## config.mk

```make
export PLATFORM = sky130hd
export DESIGN_NAME = sec_ecc_top
export DESIGN_NICKNAME = d
export VERILOG_FILES = /design/src/inc/sec_pkg.sv /design/src/hdl/sec_ecc_gen.sv /design/src/hdl/sec_ecc_dec.sv /design/src/hdl/sec_ecc_top.sv
export SDC_FILE = /design/constraint.sdc
export NUM_CORES = 1
export LEC_CHECK = 0
export ABC_CLOCK_PERIOD_IN_PS = 7500
export BUFFER_PORTS_ARGS = -buffer_cell sky130_fd_sc_hd__buf_2
export CAP_MARGIN = 5
export CORE_MARGIN = 5
export CORE_UTILIZATION = 36
export DETAILED_ROUTE_END_ITERATION = 12
export GPL_ROUTABILITY_DRIVEN = 0
export SYNTH_ARGS = -nofsm -noshare
export SYNTH_HDL_FRONTEND = slang
export SYNTH_SLANG_ARGS = --single-unit
export TNS_END_PERCENT = 10
```

## constraint.sdc

```tcl
create_clock -name i_core_clk -period 7.5 [get_ports i_core_clk]
set_clock_uncertainty 0.2 [all_clocks]
set_input_delay 0.75 -clock i_core_clk [delete_from_list [all_inputs] [get_ports i_core_clk]]
set_output_delay 0.75 -clock i_core_clk [all_outputs]
set_load 0.02 [all_outputs]
```

## src/inc/sec_pkg.sv

```systemverilog
// ****************************************************************
// ECC capture and inject constants
// ****************************************************************
package sec_pkg;

   // ****************************************************************
   // Register indices (byte address is four times the index)
   // ****************************************************************
   localparam logic [5:0] IDX_ECC_CTRL = 6'h20;
   localparam logic [5:0] IDX_ERR_STATUS = 6'h21;
   localparam logic [5:0] IDX_ERR_BIT_POS = 6'h22;
   localparam logic [5:0] IDX_FORCE_CTRL = 6'h23;
   localparam logic [5:0] IDX_SGL_ADDR = 6'h24;

   // ****************************************************************
   // Field positions
   // ****************************************************************
   localparam int CTRL_GLOBAL_ON_BIT = 0;
   localparam int CTRL_SGL_IRQ_BIT = 1;
   localparam int CTRL_MULTI_NMI_BIT = 2;
   localparam int STAT_SGL_BIT = 0;
   localparam int STAT_MULTI_BIT = 1;
   localparam int FORCE_ARM_BIT = 7;
   localparam int ADDR_LSB = 2;
   localparam int ADDR_MSB = 27;
   localparam int CHK_SIDE_BIT = 5;
   localparam int DATA_W = 32;
   localparam int CHK_W = 7;

   // ****************************************************************
   // Reset values
   // ****************************************************************
   localparam logic [2:0] CTRL_RST = 3'h0;
   localparam logic [7:0] FORCE_RST = 8'h00;
   localparam logic [5:0] POS_RST = 6'h00;
   localparam logic [25:0] SGL_ADDR_RST = 26'h000_0000;
   localparam logic [31:0] RDATA_ZERO = 32'h0000_0000;

   // Position offset of the check field inside the 39-bit word
   localparam logic [5:0] CHK_POS_BASE = 6'h20;

   // ****************************************************************
   // Check matrix columns, one per data bit (bit 0 rightmost)
   // ****************************************************************
   localparam logic [31:0][6:0] H_COLS = {
      7'h4C, 7'h4A, 7'h49, 7'h46, 7'h45, 7'h43, 7'h38, 7'h64,
      7'h32, 7'h31, 7'h2C, 7'h3D, 7'h2A, 7'h29, 7'h5E, 7'h26,
      7'h51, 7'h67, 7'h23, 7'h1C, 7'h1A, 7'h19, 7'h16, 7'h15,
      7'h13, 7'h0E, 7'h0D, 7'h6D, 7'h0B, 7'h07, 7'h75, 7'h37
   };

endpackage : sec_pkg

```

## src/hdl/sec_ecc_gen.sv

```systemverilog
`timescale 1ns/1ps
// ****************************************************************
// Check code generator
// ****************************************************************
module sec_ecc_gen (
   // Data in
   input wire logic [31:0] i_data,
   // Code out
   output logic [6:0] o_check
);

   // Parity of data bits selected by each matrix row
   always_comb begin
      o_check = 7'h00;
      for (int i = 0; i < sec_pkg::DATA_W; i++) begin
         if (i_data[i]) begin
            o_check = o_check ^ sec_pkg::H_COLS[i];
         end
      end
   end

endmodule : sec_ecc_gen

```

## src/hdl/sec_ecc_dec.sv

```systemverilog
`timescale 1ns/1ps
// ****************************************************************
// Syndrome decoder and single-bit corrector
// ****************************************************************
module sec_ecc_dec (
   // Read word
   input wire logic [31:0] i_data,
   input wire logic [6:0] i_stored,
   input wire logic [6:0] i_fresh,
   // Result
   output logic [31:0] o_data,
   output logic o_single,
   output logic o_multi,
   output logic [5:0] o_pos
);

   logic [6:0] syn;

   // Column match against the syndrome
   function automatic logic col_hit(input logic [6:0] s, input logic [6:0] col);
      col_hit = (s == col);
   endfunction : col_hit

   // Classify mismatch, flip the failing data bit
   always_comb begin
      syn = i_stored ^ i_fresh;
      o_data = i_data;
      o_single = 1'b0;
      o_multi = (syn != 7'h00);
      o_pos = sec_pkg::POS_RST;
      for (int i = 0; i < sec_pkg::DATA_W; i++) begin
         if (col_hit(syn, sec_pkg::H_COLS[i])) begin
            o_single = 1'b1;
            o_multi = 1'b0;
            o_pos = 6'(i);
            o_data[i] = ~i_data[i];
         end
      end
      for (int j = 0; j < sec_pkg::CHK_W; j++) begin
         if (col_hit(syn, 7'(1 << j))) begin
            o_single = 1'b1;
            o_multi = 1'b0;
            o_pos = sec_pkg::CHK_POS_BASE + 6'(j);
         end
      end
   end

endmodule : sec_ecc_dec

```

## src/hdl/sec_ecc_top.sv

```systemverilog
// Local design decision: the APB interface to the registers.
`timescale 1ns/1ps
module sec_ecc_top (
   // Clock and reset
   input wire logic i_core_clk,
   input wire logic i_rst,
   input wire logic i_prg_rst,
   // APB slave
   input wire logic i_psel,
   input wire logic i_penable,
   input wire logic i_pwrite,
   input wire logic [7:0] i_paddr,
   input wire logic [31:0] i_pwdata,
   output logic [31:0] o_prdata,
   output logic o_pready,
   output logic o_pslverr,
   // Master write request
   input wire logic i_wr_valid,
   input wire logic [31:0] i_wr_addr,
   input wire logic [31:0] i_wr_data,
   // SDRAM write side
   output logic o_mem_wr,
   output logic [31:0] o_mem_addr,
   output logic [31:0] o_mem_wdata,
   output logic [6:0] o_mem_wcheck,
   output logic o_mem_wcheck_en,
   // SDRAM read return
   input wire logic i_rd_valid,
   input wire logic [31:0] i_rd_addr,
   input wire logic [31:0] i_rd_data,
   input wire logic [6:0] i_rd_check,
   // Data back to master
   output logic o_rd_valid,
   output logic [31:0] o_rd_data,
   output logic o_rd_single,
   output logic o_rd_multi,
   // Interrupt sources
   output logic o_single_irq,
   output logic o_multi_nmi
);

   // ****************************************************************
   // Declarations
   // ****************************************************************
   logic [2:0] ctrl_q;
   logic sgl_flag_q, multi_flag_q, force_arm_q;
   logic [5:0] err_pos_q;
   logic [6:0] force_pat_q;
   logic [25:0] sgl_addr_q;
   logic pready_q, pslverr_q;
   logic [31:0] prdata_q;
   logic mem_wr_q, mem_wcheck_en_q;
   logic [31:0] mem_addr_q, mem_wdata_q;
   logic [6:0] mem_wcheck_q;
   logic rd_valid_q, rd_single_q, rd_multi_q;
   logic [31:0] rd_data_q;
   logic single_irq_q, multi_nmi_q;
   logic [6:0] wr_code, rd_code;
   logic [31:0] fix_data, rd_mux;
   logic det_single, det_multi;
   logic [5:0] det_pos, reg_idx;
   logic reg_hit, apb_acc, apb_wr, ecc_on;
   logic sgl_set, multi_set, sgl_clr, multi_clr, sgl_capture, arm_set, arm_used;

   // Register index decode
   function automatic logic idx_is(input logic [5:0] idx, input logic [5:0] want);
      idx_is = (idx == want);
   endfunction : idx_is

   // ****************************************************************
   // Code generation and checking
   // ****************************************************************

   // Write side generator
   sec_ecc_gen u_gen_wr (
      .i_data(i_wr_data),
      .o_check(wr_code)
   );

   // Read side regenerator
   sec_ecc_gen u_gen_rd (
      .i_data(i_rd_data),
      .o_check(rd_code)
   );

   // Compare stored against regenerated code
   sec_ecc_dec u_dec (
      .i_data(i_rd_data),
      .i_stored(i_rd_check),
      .i_fresh(rd_code),
      .o_data(fix_data),
      .o_single(det_single),
      .o_multi(det_multi),
      .o_pos(det_pos)
   );

   // ****************************************************************
   // Bus decode and event terms
   // ****************************************************************

   // APB strobes and event qualifiers
   assign reg_idx = i_paddr[7:2];
   assign reg_hit = (i_paddr[1:0] == 2'b00) && (idx_is(reg_idx, sec_pkg::IDX_ECC_CTRL) ||
      idx_is(reg_idx, sec_pkg::IDX_ERR_STATUS) || idx_is(reg_idx, sec_pkg::IDX_ERR_BIT_POS) ||
      idx_is(reg_idx, sec_pkg::IDX_FORCE_CTRL) || idx_is(reg_idx, sec_pkg::IDX_SGL_ADDR));
   assign apb_acc = i_psel && i_penable && pready_q;
   assign apb_wr = apb_acc && i_pwrite && reg_hit;
   assign ecc_on = ctrl_q[sec_pkg::CTRL_GLOBAL_ON_BIT];
   assign sgl_set = i_rd_valid && ecc_on && det_single;
   assign multi_set = i_rd_valid && ecc_on && det_multi;
   assign sgl_clr = apb_wr && idx_is(reg_idx, sec_pkg::IDX_ERR_STATUS) &&
      i_pwdata[sec_pkg::STAT_SGL_BIT];
   assign multi_clr = apb_wr && idx_is(reg_idx, sec_pkg::IDX_ERR_STATUS) &&
      i_pwdata[sec_pkg::STAT_MULTI_BIT];
   assign sgl_capture = sgl_set && (!sgl_flag_q || sgl_clr);
   assign arm_set = apb_wr && idx_is(reg_idx, sec_pkg::IDX_FORCE_CTRL);
   assign arm_used = i_wr_valid && force_arm_q;

   // Read mux, reserved bits read as zero
   always_comb begin
      rd_mux = sec_pkg::RDATA_ZERO;
      case (reg_idx)
         sec_pkg::IDX_ECC_CTRL: rd_mux[2:0] = ctrl_q;
         sec_pkg::IDX_ERR_STATUS: rd_mux[1:0] = {multi_flag_q, sgl_flag_q};
         sec_pkg::IDX_ERR_BIT_POS: rd_mux[5:0] = err_pos_q;
         sec_pkg::IDX_FORCE_CTRL: rd_mux[7:0] = {force_arm_q, force_pat_q};
         sec_pkg::IDX_SGL_ADDR: rd_mux[27:2] = sgl_addr_q;
         default: rd_mux = sec_pkg::RDATA_ZERO;
      endcase
      if (i_paddr[1:0] != 2'b00) begin
         rd_mux = sec_pkg::RDATA_ZERO;
      end
   end

   // ****************************************************************
   // APB slave handshake
   // ****************************************************************

   // One wait state, then answer with data and error
   always_ff @(posedge i_core_clk or posedge i_rst) begin
      if (i_rst) begin
         pready_q <= 1'b0;
         pslverr_q <= 1'b0;
         prdata_q <= sec_pkg::RDATA_ZERO;
      end else begin
         pready_q <= i_psel && i_penable && !pready_q;
         pslverr_q <= i_psel && i_penable && !pready_q && !reg_hit;
         if (i_psel && i_penable && !pready_q && !i_pwrite) begin
            prdata_q <= rd_mux;
         end
      end
   end

   // ****************************************************************
   // Control and status registers
   // ****************************************************************

   // Control survives the programmable reset
   always_ff @(posedge i_core_clk or posedge i_rst) begin
      if (i_rst) begin
         ctrl_q <= sec_pkg::CTRL_RST;
      end else if (apb_wr && idx_is(reg_idx, sec_pkg::IDX_ECC_CTRL)) begin
         ctrl_q <= i_pwdata[2:0];
      end
   end

   // Sticky error flags, set wins over write-one-clear
   always_ff @(posedge i_core_clk or posedge i_rst) begin
      if (i_rst) begin
         sgl_flag_q <= 1'b0;
         multi_flag_q <= 1'b0;
      end else if (i_prg_rst) begin
         sgl_flag_q <= 1'b0;
         multi_flag_q <= 1'b0;
      end else begin
         if (sgl_set) begin
            sgl_flag_q <= 1'b1;
         end else if (sgl_clr) begin
            sgl_flag_q <= 1'b0;
         end
         if (multi_set) begin
            multi_flag_q <= 1'b1;
         end else if (multi_clr) begin
            multi_flag_q <= 1'b0;
         end
      end
   end

   // First single error position and address capture
   always_ff @(posedge i_core_clk or posedge i_rst) begin
      if (i_rst) begin
         err_pos_q <= sec_pkg::POS_RST;
         sgl_addr_q <= sec_pkg::SGL_ADDR_RST;
      end else if (i_prg_rst) begin
         err_pos_q <= sec_pkg::POS_RST;
         sgl_addr_q <= sec_pkg::SGL_ADDR_RST;
      end else if (sgl_capture) begin
         err_pos_q <= det_pos;
         sgl_addr_q <= i_rd_addr[sec_pkg::ADDR_MSB:sec_pkg::ADDR_LSB];
      end
   end

   // Forced check code, arm consumed by the next write
   always_ff @(posedge i_core_clk or posedge i_rst) begin
      if (i_rst) begin
         force_arm_q <= sec_pkg::FORCE_RST[sec_pkg::FORCE_ARM_BIT];
         force_pat_q <= sec_pkg::FORCE_RST[6:0];
      end else if (i_prg_rst) begin
         force_arm_q <= sec_pkg::FORCE_RST[sec_pkg::FORCE_ARM_BIT];
         force_pat_q <= sec_pkg::FORCE_RST[6:0];
      end else if (arm_set) begin
         force_arm_q <= i_pwdata[sec_pkg::FORCE_ARM_BIT];
         force_pat_q <= i_pwdata[6:0];
      end else if (arm_used) begin
         force_arm_q <= 1'b0;
      end
   end

   // ****************************************************************
   // SDRAM write path
   // ****************************************************************

   // Register write with generated or forced code
   always_ff @(posedge i_core_clk or posedge i_rst) begin
      if (i_rst) begin
         mem_wr_q <= 1'b0;
         mem_addr_q <= sec_pkg::RDATA_ZERO;
         mem_wdata_q <= sec_pkg::RDATA_ZERO;
         mem_wcheck_q <= 7'h00;
         mem_wcheck_en_q <= 1'b0;
      end else begin
         mem_wr_q <= i_wr_valid;
         if (i_wr_valid) begin
            mem_addr_q <= i_wr_addr;
            mem_wdata_q <= i_wr_data;
            mem_wcheck_en_q <= ecc_on;
            if (force_arm_q) begin
               mem_wcheck_q <= force_pat_q;
            end else begin
               mem_wcheck_q <= wr_code;
            end
         end
      end
   end

   // ****************************************************************
   // SDRAM read return path
   // ****************************************************************

   // Corrected or raw data back to the master
   always_ff @(posedge i_core_clk or posedge i_rst) begin
      if (i_rst) begin
         rd_valid_q <= 1'b0;
         rd_data_q <= sec_pkg::RDATA_ZERO;
         rd_single_q <= 1'b0;
         rd_multi_q <= 1'b0;
      end else begin
         rd_valid_q <= i_rd_valid;
         rd_single_q <= sgl_set;
         rd_multi_q <= multi_set;
         if (i_rd_valid) begin
            rd_data_q <= sgl_set ? fix_data : i_rd_data;
         end
      end
   end

   // Interrupt sources follow flags gated by enables
   always_ff @(posedge i_core_clk or posedge i_rst) begin
      if (i_rst) begin
         single_irq_q <= 1'b0;
         multi_nmi_q <= 1'b0;
      end else begin
         single_irq_q <= sgl_flag_q && ctrl_q[sec_pkg::CTRL_SGL_IRQ_BIT];
         multi_nmi_q <= multi_flag_q && ctrl_q[sec_pkg::CTRL_MULTI_NMI_BIT];
      end
   end

   // Outputs straight from flip-flops
   assign o_prdata = prdata_q;
   assign o_pready = pready_q;
   assign o_pslverr = pslverr_q;
   assign o_mem_wr = mem_wr_q;
   assign o_mem_addr = mem_addr_q;
   assign o_mem_wdata = mem_wdata_q;
   assign o_mem_wcheck = mem_wcheck_q;
   assign o_mem_wcheck_en = mem_wcheck_en_q;
   assign o_rd_valid = rd_valid_q;
   assign o_rd_data = rd_data_q;
   assign o_rd_single = rd_single_q;
   assign o_rd_multi = rd_multi_q;
   assign o_single_irq = single_irq_q;
   assign o_multi_nmi = multi_nmi_q;

   // ****************************************************************
   // Assertions
   // ****************************************************************

   a_pos_held: assert property (@(posedge i_core_clk) disable iff (i_rst)
      sgl_flag_q && !sgl_clr && !i_prg_rst |=> $stable(err_pos_q))
      else $error("error position changed while flag set");

   a_pos_in_word: assert property (@(posedge i_core_clk) disable iff (i_rst)
      sgl_capture && !i_prg_rst |=> (err_pos_q <= 6'd38) && sgl_flag_q)
      else $error("error position outside the 39-bit word");

   a_pos_side_bit: assert property (@(posedge i_core_clk) disable iff (i_rst)
      sgl_capture && !i_prg_rst |=>
      err_pos_q[sec_pkg::CHK_SIDE_BIT] == ($past(i_rd_check) != $past(rd_code) &&
      $past(fix_data) == $past(i_rd_data)))
      else $error("position side bit does not match failing field");

   a_force_used: assert property (@(posedge i_core_clk) disable iff (i_rst)
      i_wr_valid && force_arm_q |=> o_mem_wr && (o_mem_wcheck == $past(force_pat_q)))
      else $error("forced pattern not written");

   a_arm_drops: assert property (@(posedge i_core_clk) disable iff (i_rst)
      arm_used && !arm_set |=> !force_arm_q ##1 (!force_arm_q || $past(arm_set)))
      else $error("arm bit not cleared after use");

   a_normal_code: assert property (@(posedge i_core_clk) disable iff (i_rst)
      i_wr_valid && !force_arm_q |=> o_mem_wcheck == $past(wr_code))
      else $error("generated code not written");

   a_code_example: assert property (@(posedge i_core_clk) disable iff (i_rst)
      i_wr_valid && !force_arm_q && i_wr_data == 32'hA5A5_A5A5 |=> o_mem_wcheck == 7'h63)
      else $error("reference code mismatch");

   a_addr_held: assert property (@(posedge i_core_clk) disable iff (i_rst)
      sgl_flag_q && !sgl_clr && !i_prg_rst |=> $stable(sgl_addr_q))
      else $error("address recaptured while flag set");

   a_prg_clears: assert property (@(posedge i_core_clk) disable iff (i_rst)
      i_prg_rst |=> err_pos_q == 6'h00 && sgl_addr_q == 26'h000_0000 && !force_arm_q &&
      force_pat_q == 7'h00)
      else $error("programmable reset left state behind");

   a_nmi_follows: assert property (@(posedge i_core_clk) disable iff (i_rst)
      multi_set && ctrl_q[sec_pkg::CTRL_MULTI_NMI_BIT] && !i_prg_rst &&
      $stable(ctrl_q) ##1 $stable(ctrl_q) |-> ##1 o_multi_nmi)
      else $error("NMI not raised for multi-bit error");

   a_no_check_off: assert property (@(posedge i_core_clk) disable iff (i_rst)
      i_rd_valid && !ecc_on |=> !o_rd_single && !o_rd_multi && o_rd_data == $past(i_rd_data))
      else $error("checking active with ECC off");

endmodule : sec_ecc_top

```

==> impl_metrics.ini, run 1 <==
[detailed_routing]
dr.pass1.iters = 5
via_per_inst = 4.95
dr_total_vias = 7786
post_drt_wl_per_cell_um = 17.8
drc = 0
finalWirelength_um = 28000
ant_nets = 0
drtIter0Drc = 522

[yosys]
netlist.area_leader.share_pct = 46.5
synth.avg_cell_area_um2 = 11.0
yosys_register_bits = 185
netlist_area_mm2 = 0.00996
yosysTopAreaCell = dfrtp_1
yosys_warnings = 0
synth_flop_cell = dfrtp_1
synth-edff-count = 0
yosysSeqAreaShare_pct = 46.5
async_flop_share_pct = 100
synthesis.instances = 909
synth_area_leaders = dfrtp_1 46%, xnor2_1 10%, mux2_2 8.3%, mux2i_1 4.0%, nor2_1 3.9%
synth.distinct_cells = 67

[die]
core_region_area_mm2 = 0.0276
dieArea_mm2 = 0.0311
die_x_um = 176
row_count = 61
initial_utilization_pct = 36.2
die_h_um = 176
ios = 327

[power]
leakagePower_nw = 5.53
powerDensity_mw_per_mm2 = 292
ir_drop_uv = 194

[global_routing]
grt_pass1_wl_um = 45000
antenna_found_initial = 4
grt_pass1_vias = 8170
overflow = 0
grt_usage_pct = 18.0
grt_max_degree = 114

[cts]
h-tree-depth = 4
cts_hold_buffers = 0
clk_latency_ns = 0.42
tritoncts = built
numCtsBuffers = 17
root_buffer = clkbuf_16
cts_resized = 0
cts_max_path_buffers = 2
post_cts_buffers = 0
clk_pin_slew_worst_paths_ns = 0.08
cts_sinks = 185

[sta]
holdWs_ns = 0.275
maxSlewHeadroom_pct = 22.4
tns_ns = 0
hold_viol = 0
setup_viol = 0
rsz0062_at_grt = no
setup_slack_ns = 2.41
timing.final.crit_share_pct = 67.9
slew_violations = 0
clock.fmax_ghz = 0.196
finalCriticalPeriod_ns = 5.09
tightest_slew_ns = 1.16

[run]
cap_violations = 0

[setup_path]
crit_top_cell = xor2_1
cp_slowest_cell = xor2_1
crit_arrival_ns = 5.17
cp-start-kind = primary input
crit_path_max_fanout = 17
required_ns = 7.58
crit_chain = buf_2, xor2_1, xnor2_1, xnor3_1, xor2_1, nand2b_1, nor4_1, a211oi_1, nor3b_2, a41oi_4, buf_4, nor4b_2, nor3_2
worst-setup-path-type = in2reg
max_stage_delay_ns = 0.83
end_kind = flip-flop

[place]
dp_hpwl_um = 20900
io_buffers = 292
preCtsSetupSlack_ns = 1.97

[min_path]
hold_class = reg2reg

[finish]
drive_gt1_share_pct = 35.8
final_nets = 1362
area_growth_pct = 23.9

[status]
status = finished clean
[final timing paths]
check / start / end / slack [ns] / depth (start not counted)
setup / recovery: i_rd_data[17] / err_pos_q[1] / 2.41 / 13
hold / removal: o_pready / o_pready / 0.27 / 1
setup reg to reg: o_pready / o_prdata[6] / 3.87 / 6
hold reg to reg: o_pready / o_pready / 0.27 / 1
max in group asynchronous: i_rst / force_pat_q[6] / 5.34 / 3
min in group asynchronous: i_rst / o_mem_addr[1] / 0.28 / 2
[stage by stage]
step                      cell area, µm²  cells  util [%]  power (mW)
after global routing               12300   1573      44.8        3.82
after CTS                          12300   1570      44.8        3.62
after global placement             11700   1538      42.6        2.66
after detailed placement           11700   1538      42.6        2.67
final                              12300   1574      44.8        3.60
after floorplan                     9970    912         -        2.27
[area by class of cell]
cell class / count / area (µm²)
Fill cell: 2634 / 15200
Multi-Input combinational cell: 666 / 5060
Sequential cell: 185 / 4630
Timing Repair Buffer: 300 / 1520
Tap cell: 378 / 473
Clock buffer: 18 / 439
Clock inverter: 14 / 163
Inverter: 9 / 41.3
Antenna cell: 4 / 10.0
[critical path: cells and delay by family]
family | cells | cell delay [ns]
xor+xnor | 4 | 1.78
buf+inv | 2 | 0.58
compound gates | 2 | 0.78
simple gates | 5 | 1.28
[Yosys cell counts (all sizes together) (3+ instances only)]
cell	count
a211oi	5
a21oi	44
a22o	24
a22oi	3
and2	5
and4	4
buf	24
clkbuf	28
dfrtp	185
inv	9
mux2	73
mux2i	40
nand2	49
nand2b	11
nand3	14
nor2	104
nor3	24
nor4	5
o211ai	3
o21a	3
o21ai	25
o31ai	3
o32ai	3
or2	6
or3	4
xnor2	121
xnor3	13
xor2	44
[registers in the layout, summed over array words and instances, names as in the netlist, 3 cells and up]
name / cells
o_mem_addr: 32
err_pos_q: 6
sgl_addr_q: 26
o_mem_wdata: 32
force_pat_q: 7
o_prdata: 28
o_rd_data: 32
ctrl_q: 3
o_mem_wcheck: 7
[routing by layer]
| layer | up-vias | track usage (%) | routed length [µm] |
|---|---|---|---|
| met5 | - | 0 | 0 |
| li1 | 3679 | - | - |
| met3 | 37 | 5.65 | 2560 |
| met2 | 331 | 28.3 | 12900 |
| met4 | 0 | 5.54 | 627 |
| met1 | 3739 | 23.9 | 11900 |
[layout by cell type, fill, tap and decap left out, drive strengths merged, types with 11 or more instances in the layout]
cell type and instances:
xnor3 13, nand2b 11, nand2 49, inv 17, a21oi 44, nor2 104, buf 300, mux2i 40
mux2 73, xnor2 121, clkbuf 18, nor3 24, a22o 24, xor2 44, o21ai 25, dfrtp 185
nand3 14
[logic make-up after synthesis]
logic type | synth area share, %
other cells | 0.0376
buf+inv | 2.84
compound gates | 8.98
xor+xnor | 18.1
flops | 46.5
mux | 12.3
simple gates | 11.3
[where the power goes]
| part | total, mW | internal, mW | leakage (nW) | switching, mW |
|---|---|---|---|---|
| logic | 1.57 | 0.573 | 2.91 | 0.995 |
| clock network | 0.930 | 0.462 | 0.295 | 0.469 |
| registers | 1.10 | 1.07 | 2.33 | 0.0346 |
(Power assumes the default switching activity.)
==> run 2: changes to the inputs <==
--- a/config.mk
+++ b/config.mk
@@ -5,7 +5,8 @@
 export SDC_FILE = /design/constraint.sdc
 export NUM_CORES = 1
 export LEC_CHECK = 0
-export ABC_CLOCK_PERIOD_IN_PS = 7500
+export ABC_AREA = 1
+export ABC_CLOCK_PERIOD_IN_PS = 5300
 export BUFFER_PORTS_ARGS = -buffer_cell sky130_fd_sc_hd__buf_2
 export CAP_MARGIN = 5
 export CORE_MARGIN = 5
==> constraint.sdc (replaced) <==
create_clock -name i_core_clk -period 5.3 [get_ports i_core_clk]
set_clock_uncertainty 0.2 [all_clocks]
set_input_delay 0.53 -clock i_core_clk [delete_from_list [all_inputs] [get_ports i_core_clk]]
set_output_delay 0.53 -clock i_core_clk [all_outputs]
set_load 0.02 [all_outputs]
==> run 2 against run 1 <==
Count of clock-buffer cells in the layout decreased by 1. Via count is 28% higher. Sequential power grew 50%. Worst setup slack lost 0.89 ns. Cell count grew 37%. Final area is 8.3% higher. Combinational power decreased by 10%. Critical endpoint is now sgl_addr_q[2]. Highest routed layer is now met5.
==> impl_metrics.ini, run 2 <==
[die]
ios = 327
die_h_um = 185
core_region_area_mm2 = 0.0305
die_x_um = 185
dieArea_mm2 = 0.0344
initial_utilization_pct = 36.3
row_count = 64

[cts]
tritoncts = built
cts_hold_buffers = 0
clk_pin_slew_worst_paths_ns = 0.08
post_cts_buffers = 0
h-tree-depth = 4
cts_sinks = 185
cts_max_path_buffers = 2
clk_latency_ns = 0.44
numCtsBuffers = 17
cts_resized = 0
root_buffer = clkbuf_16

[finish]
final_common_cell = nand2_1
n_fill_cell = 3206
final_cells = 2150
final_nets = 1923
final_util_pct = 43.8
area_growth_pct = 20.6
final_cell_mix = 596 x nand2_1, 292 x buf_2, 185 x dfrtp_1
drive_gt1_share_pct = 24.8
postLayoutCellArea_mm2 = 0.0134

[yosys]
synth.distinct_cells = 52
synthesis.instances = 1484
yosysSeqAreaShare_pct = 41.8
yosys_register_bits = 185
yosysTopAreaCell = dfrtp_1
synth-edff-count = 0
synth_flop_cell = dfrtp_1
yosysMostFrequentCell = nand2_1
netlist.area_leader.share_pct = 41.8
netlist_area_mm2 = 0.0111
synth_area_leaders = dfrtp_1 42%, nand2_1 20%, xor2_1 6.5%, xnor2_1 5.1%, inv_1 4.6%
netlist_top_cells_count = 596 x nand2_1, 185 x dfrtp_1, 135 x inv_1
async_flop_share_pct = 100
synth.avg_cell_area_um2 = 7.47
yosys_warnings = 0

[power]
power.internal_mw = 2.67
powerDensity_mw_per_mm2 = 329
seqPwrFrac_pct = 37.6
power.share.clock_pct = 30.2
ir_drop_uv = 214
leakagePower_nw = 7.38
finalPower_mw = 4.39
combPwrFrac_pct = 32.2
sw_frac_of_total_pct = 39.2
p_switching_mw = 1.72

[detailed_routing]
drc = 0
via_per_inst = 4.65
dr_total_vias = 10002
post_drt_wl_per_cell_um = 15.3
dr.pass1.iters = 6
finalWirelength_um = 33000
ant_nets = 0
drtIter0Drc = 568

[min_path]
hold_class = in2reg

[place]
dp.cells = 2117
io_buffers = 292
placed_area_mm2 = 0.0127
preCtsSetupSlack_ns = 1.08
dp_hpwl_um = 25600

[sta]
hold_viol = 0
timing.final.crit_share_pct = 71.3
clock.fmax_ghz = 0.265
slew_violations = 0
maxSlewHeadroom_pct = 20.1
tightest_slew_ns = 1.20
setup_slack_ns = 1.52
rsz0062_at_grt = no
tns_ns = 0
finalCriticalPeriod_ns = 3.78
setup_viol = 0
holdWs_ns = 0.0802

[status]
status = finished clean

[setup_path]
crit_path_max_fanout = 28
cp_slowest_cell = nand2_4
worst-setup-path-type = in2reg
required_ns = 5.43
end_kind = flip-flop
cp-start-kind = primary input
crit_family = simple AND/OR/NAND/NOR gates
crit_arrival_ns = 3.91
crit_top_cell = nand2_1
worst-path-buf-inv = 5
max_stage_delay_ns = 0.37

[global_routing]
grt_pass1_wl_um = 51100
grt_usage_pct = 18.6
antenna_found_initial = 2
grt_pass1_vias = 9601
overflow = 0
grt_max_degree = 70

[run]
cap_violations = 0
==> run 2: worst paths after layout <==
path | endpoint | from | cells past startpoint | slack (ns)
max | sgl_addr_q[2] | i_rd_data[17] | 25 | 1.52
min | o_mem_addr[16] | i_wr_addr[16] | 3 | 0.08
max reg2reg | o_prdata[20] | o_pready | 5 | 1.96
min reg2reg | o_multi_nmi | ctrl_q[2] | 2 | 0.26
max in group asynchronous | o_rd_valid | i_rst | 3 | 4.13
min in group asynchronous | sgl_addr_q[4] | i_rst | 3 | 0.13
==> run 2: power groups by stage <==
stage,Sequential (mW),Combinational (mW),Clock (mW)
floorplan,1.81,0.889,0
global placement,1.67,1.41,0
detailed placement,1.68,1.42,0
CTS,1.65,1.43,1.37
global route,1.67,1.57,1.43
finish,1.65,1.41,1.32
==> run 2: worst reg2reg max path, cell delays in order (launching register included) <==
cell     delay, ns
dfrtp_1       0.41
nor2_1        0.17
nand2_1       0.72
inv_1         0.40
nand4_1       0.83
o21ai_0       0.50
==> run 2: layout make-up <==
type	instances	area [µm²]	share of cell area, %
clock buffers	17	425	3.18
inverters	154	594	4.45
flip-flops and latches	185	4630	34.6
clock inverters	15	190	1.42
diodes	1	2.50	0.0187
well taps	396	495	3.71
multi-input cells	1085	5530	41.4
repair buffers	297	1500	11.2
==> run 2: kinds of logic after synthesis <==
group / share of synthesized area, %
compound gates: 6.24
xor+xnor: 11.9
buf+inv: 8.47
flops: 41.8
other cells: 0.0338
simple gates: 31.6
==> run 2: layer usage <==
metal	track usage, %	up-vias	routed length, µm
met5	0	-	13
met4	5.14	2	555
met3	3.56	33	2170
met2	30.5	294	15800
met1	25.3	4631	14400
li1	-	5042	-
==> run 3: changes to the inputs <==
--- a/config.mk
+++ b/config.mk
@@ -5,8 +5,8 @@
 export SDC_FILE = /design/constraint.sdc
 export NUM_CORES = 1
 export LEC_CHECK = 0
-export ABC_AREA = 1
-export ABC_CLOCK_PERIOD_IN_PS = 5300
+export ABC_AREA = 0
+export ABC_CLOCK_PERIOD_IN_PS = 3070
 export BUFFER_PORTS_ARGS = -buffer_cell sky130_fd_sc_hd__buf_2
 export CAP_MARGIN = 5
 export CORE_MARGIN = 5
==> constraint.sdc (replaced) <==
create_clock -name i_core_clk -period 3.07 [get_ports i_core_clk]
set_clock_uncertainty 0.2 [all_clocks]
set_input_delay 0.307 -clock i_core_clk [delete_from_list [all_inputs] [get_ports i_core_clk]]
set_output_delay 0.307 -clock i_core_clk [all_outputs]
set_load 0.02 [all_outputs]
==> run 3 against run 2 <==
The flow now finishes with violations (negative setup slack). Routed wire length fell by 3.2%. Combinational power rose to 4.2 times the previous value. Register-to-register slack worse by 1.3 ns. Via count down 12%. Worst setup slack got worse by 1.8 ns. Largest cell class unchanged.
==> impl_metrics.ini, run 3 (synthesized netlist as in run 1, its figures left out) <==
[global_routing]
grt_pass1_wl_um = 50400
grt.busiest_layer = met2
grt_pass1_vias = 9299
grt_max_degree = 66
grt_usage_pct = 20.3
use_met3_pct = 5.05
gr-usage-met2_pct = 34.3
use_met1_pct = 26.2
overflow = 0
antenna_found_initial = 0

[finish]
area_growth_pct = 50.6
final_cell_mix = 289 x buf_2, 185 x dfrtp_1, 153 x buf_4
final_nets = 1623
final_common_cell = buf_2
drive_gt1_share_pct = 43.0
antennaDiodeCount = 0
postLayoutCellArea_mm2 = 0.0150
final_cells = 1831

[cts]
h-tree-depth = 4
clk_latency_ns = 0.43
tritoncts = built
cts_sinks = 185
numCtsBuffers = 17
root_buffer = clkbuf_16
clk_pin_slew_worst_paths_ns = 0.09
cts_max_path_buffers = 2

[sta]
maxSlewHeadroom_pct = 41.3
rsz0062_at_grt = yes
timing.final.crit_share_pct = 108
hold_viol = 0
clock.fmax_ghz = 0.303
finalCriticalPeriod_ns = 3.30
tightest_slew_ns = 0.880
setup_slack_ns = -0.231
setup_viol = 32
slew_violations = 0

[status]
status = finished with violations
failed_checks = negative setup slack

[detailed_routing]
ant_nets = 0
finalWirelength_um = 31900
drc = 0
via_per_inst = 4.82
dr_total_vias = 8826
dr.pass1.iters = 5
post_drt_wl_per_cell_um = 17.4
drtIter0Drc = 539

[setup_path]
r2r_start = o_pready
worstReg2RegEnd = sgl_addr_q[18]
cp_slowest_cell = xnor3_2
worst-setup-path-type = in2reg
crit_path_max_fanout = 7
cp-start-kind = primary input
crit_arrival_ns = 3.40
end_kind = flip-flop
max_stage_delay_ns = 0.44
crit_chain = buf_2, xnor2_2, buf_4, xnor3_2, xor3_2, xnor2_4, or2_1, o22ai_1, a21oi_1, o21a_1, a41oi_4, buf_12, buf_12, mux2i_2, nor2_1
rr_worst_depth = 11
ff2ff_setup_slack_ns = 0.67
crit_top_cell = buf_12
required_ns = 3.17

[min_path]
hold_class = in2reg
min_from = i_rd_data[12]
hold_path_end = o_rd_data[12]
hold_depth = 3

[power]
power.share.clock_pct = 21.2
seqPwrFrac_pct = 24.7
sw_frac_of_total_pct = 39.7
ir_drop_uv = 502
powerDensity_mw_per_mm2 = 729
power.internal_mw = 6.59
p_switching_mw = 4.34
combPwrFrac_pct = 54.1
leakagePower_nw = 6.89

[die]
core_region_area_mm2 = 0.0276
ios = 327
row_count = 61
dieArea_mm2 = 0.0311
die_x_um = 176
die_h_um = 176
initial_utilization_pct = 36.2

[place]
dp.cells = 1681
placed_area_mm2 = 0.0129
io_buffers = 292
dp_hpwl_um = 23200

[run]
cap_violations = 0
==> run 3: what timing repair did <==
action / 4_1_cts / 5_1_grt
setup buffers: 11 / 3
hold buffers: 102 / 0
resized for setup: 27 / 25
endpoints found under the setup margin: 37 / 42
pin swaps: 4 / 17
hold endpoints to repair: 132 / 0
cloned: 1 / 1
==> run 3: area by class of cell <==
type / count / area, µm²
sequential: 185 / 4630
clock inverter: 15 / 195
fill: 2381 / 12500
clock buffer: 17 / 425
multi-input combinational: 666 / 5320
inverter: 9 / 37.5
tap: 378 / 473
timing repair buffer: 561 / 3930
==> run 3: how the worst max path moves through the flow <==
stage                   from             end  slack, ns  cells after the start
2_1_floorplan  i_rd_data[14]  sgl_addr_q[10]      -0.39                     13
3_3_place_gp   i_rd_data[14]    err_pos_q[1]      -0.74                     14
3_5_place_dp   i_rd_data[14]  sgl_addr_q[18]      -0.82                     13
4_1_cts        i_rd_data[16]   sgl_addr_q[6]      -0.17                     15
5_1_grt        i_rd_data[25]  sgl_addr_q[18]      -0.33                     14
6_report        i_rd_data[9]  sgl_addr_q[18]      -0.23                     15
==> run 3: power by group through the flow <==
| stage | logic, mW | clock network [mW] | registers [mW] |
|---|---|---|---|
| after global placement | 5.17 | 0 | 2.73 |
| after global routing | 6.29 | 2.48 | 2.72 |
| after detailed placement | 5.18 | 0 | 2.74 |
| final | 5.92 | 2.32 | 2.70 |
| after floorplan | 2.59 | 0 | 2.95 |
| after CTS | 5.72 | 2.37 | 2.70 |
==> run 3: stage by stage <==
| step | power (mW) | hold WS (ns) | util, % | setup slack [ns] | setup TNS [ns] |
|---|---|---|---|---|---|
| after floorplan | 5.54 | 0.138 | - | -0.388 | -11.93 |
| after global placement | 7.90 | 0.262 | 46.8 | -0.742 | -30.44 |
| after detailed placement | 7.92 | 0.269 | 46.8 | -0.818 | -33.98 |
| after CTS | 10.8 | 0.00352 | 53.8 | -0.173 | -4.02 |
| after global routing | 11.5 | 0.0361 | 54.5 | -0.327 | -9.09 |
| final | 10.9 | 0.0180 | 54.5 | -0.231 | -5.71 |
==> run 3: critical path: cells and delay by family <==
kind                   cells  cell delay (ns)
XOR/XNOR                   4             1.07
AO/OA/AOI/OAI              4             0.82
buffers and inverters      4             0.59
AND/OR/NAND/NOR            2             0.39
multiplexers               1             0.21
==> run 3: routing by layer <==
layer / part of all wire (%) / up-vias
met2: 49 / 310
met4: 1.8 / 0
li1: - / 4192
met5: 0 / -
met3: 7.1 / 43
met1: 42 / 4281
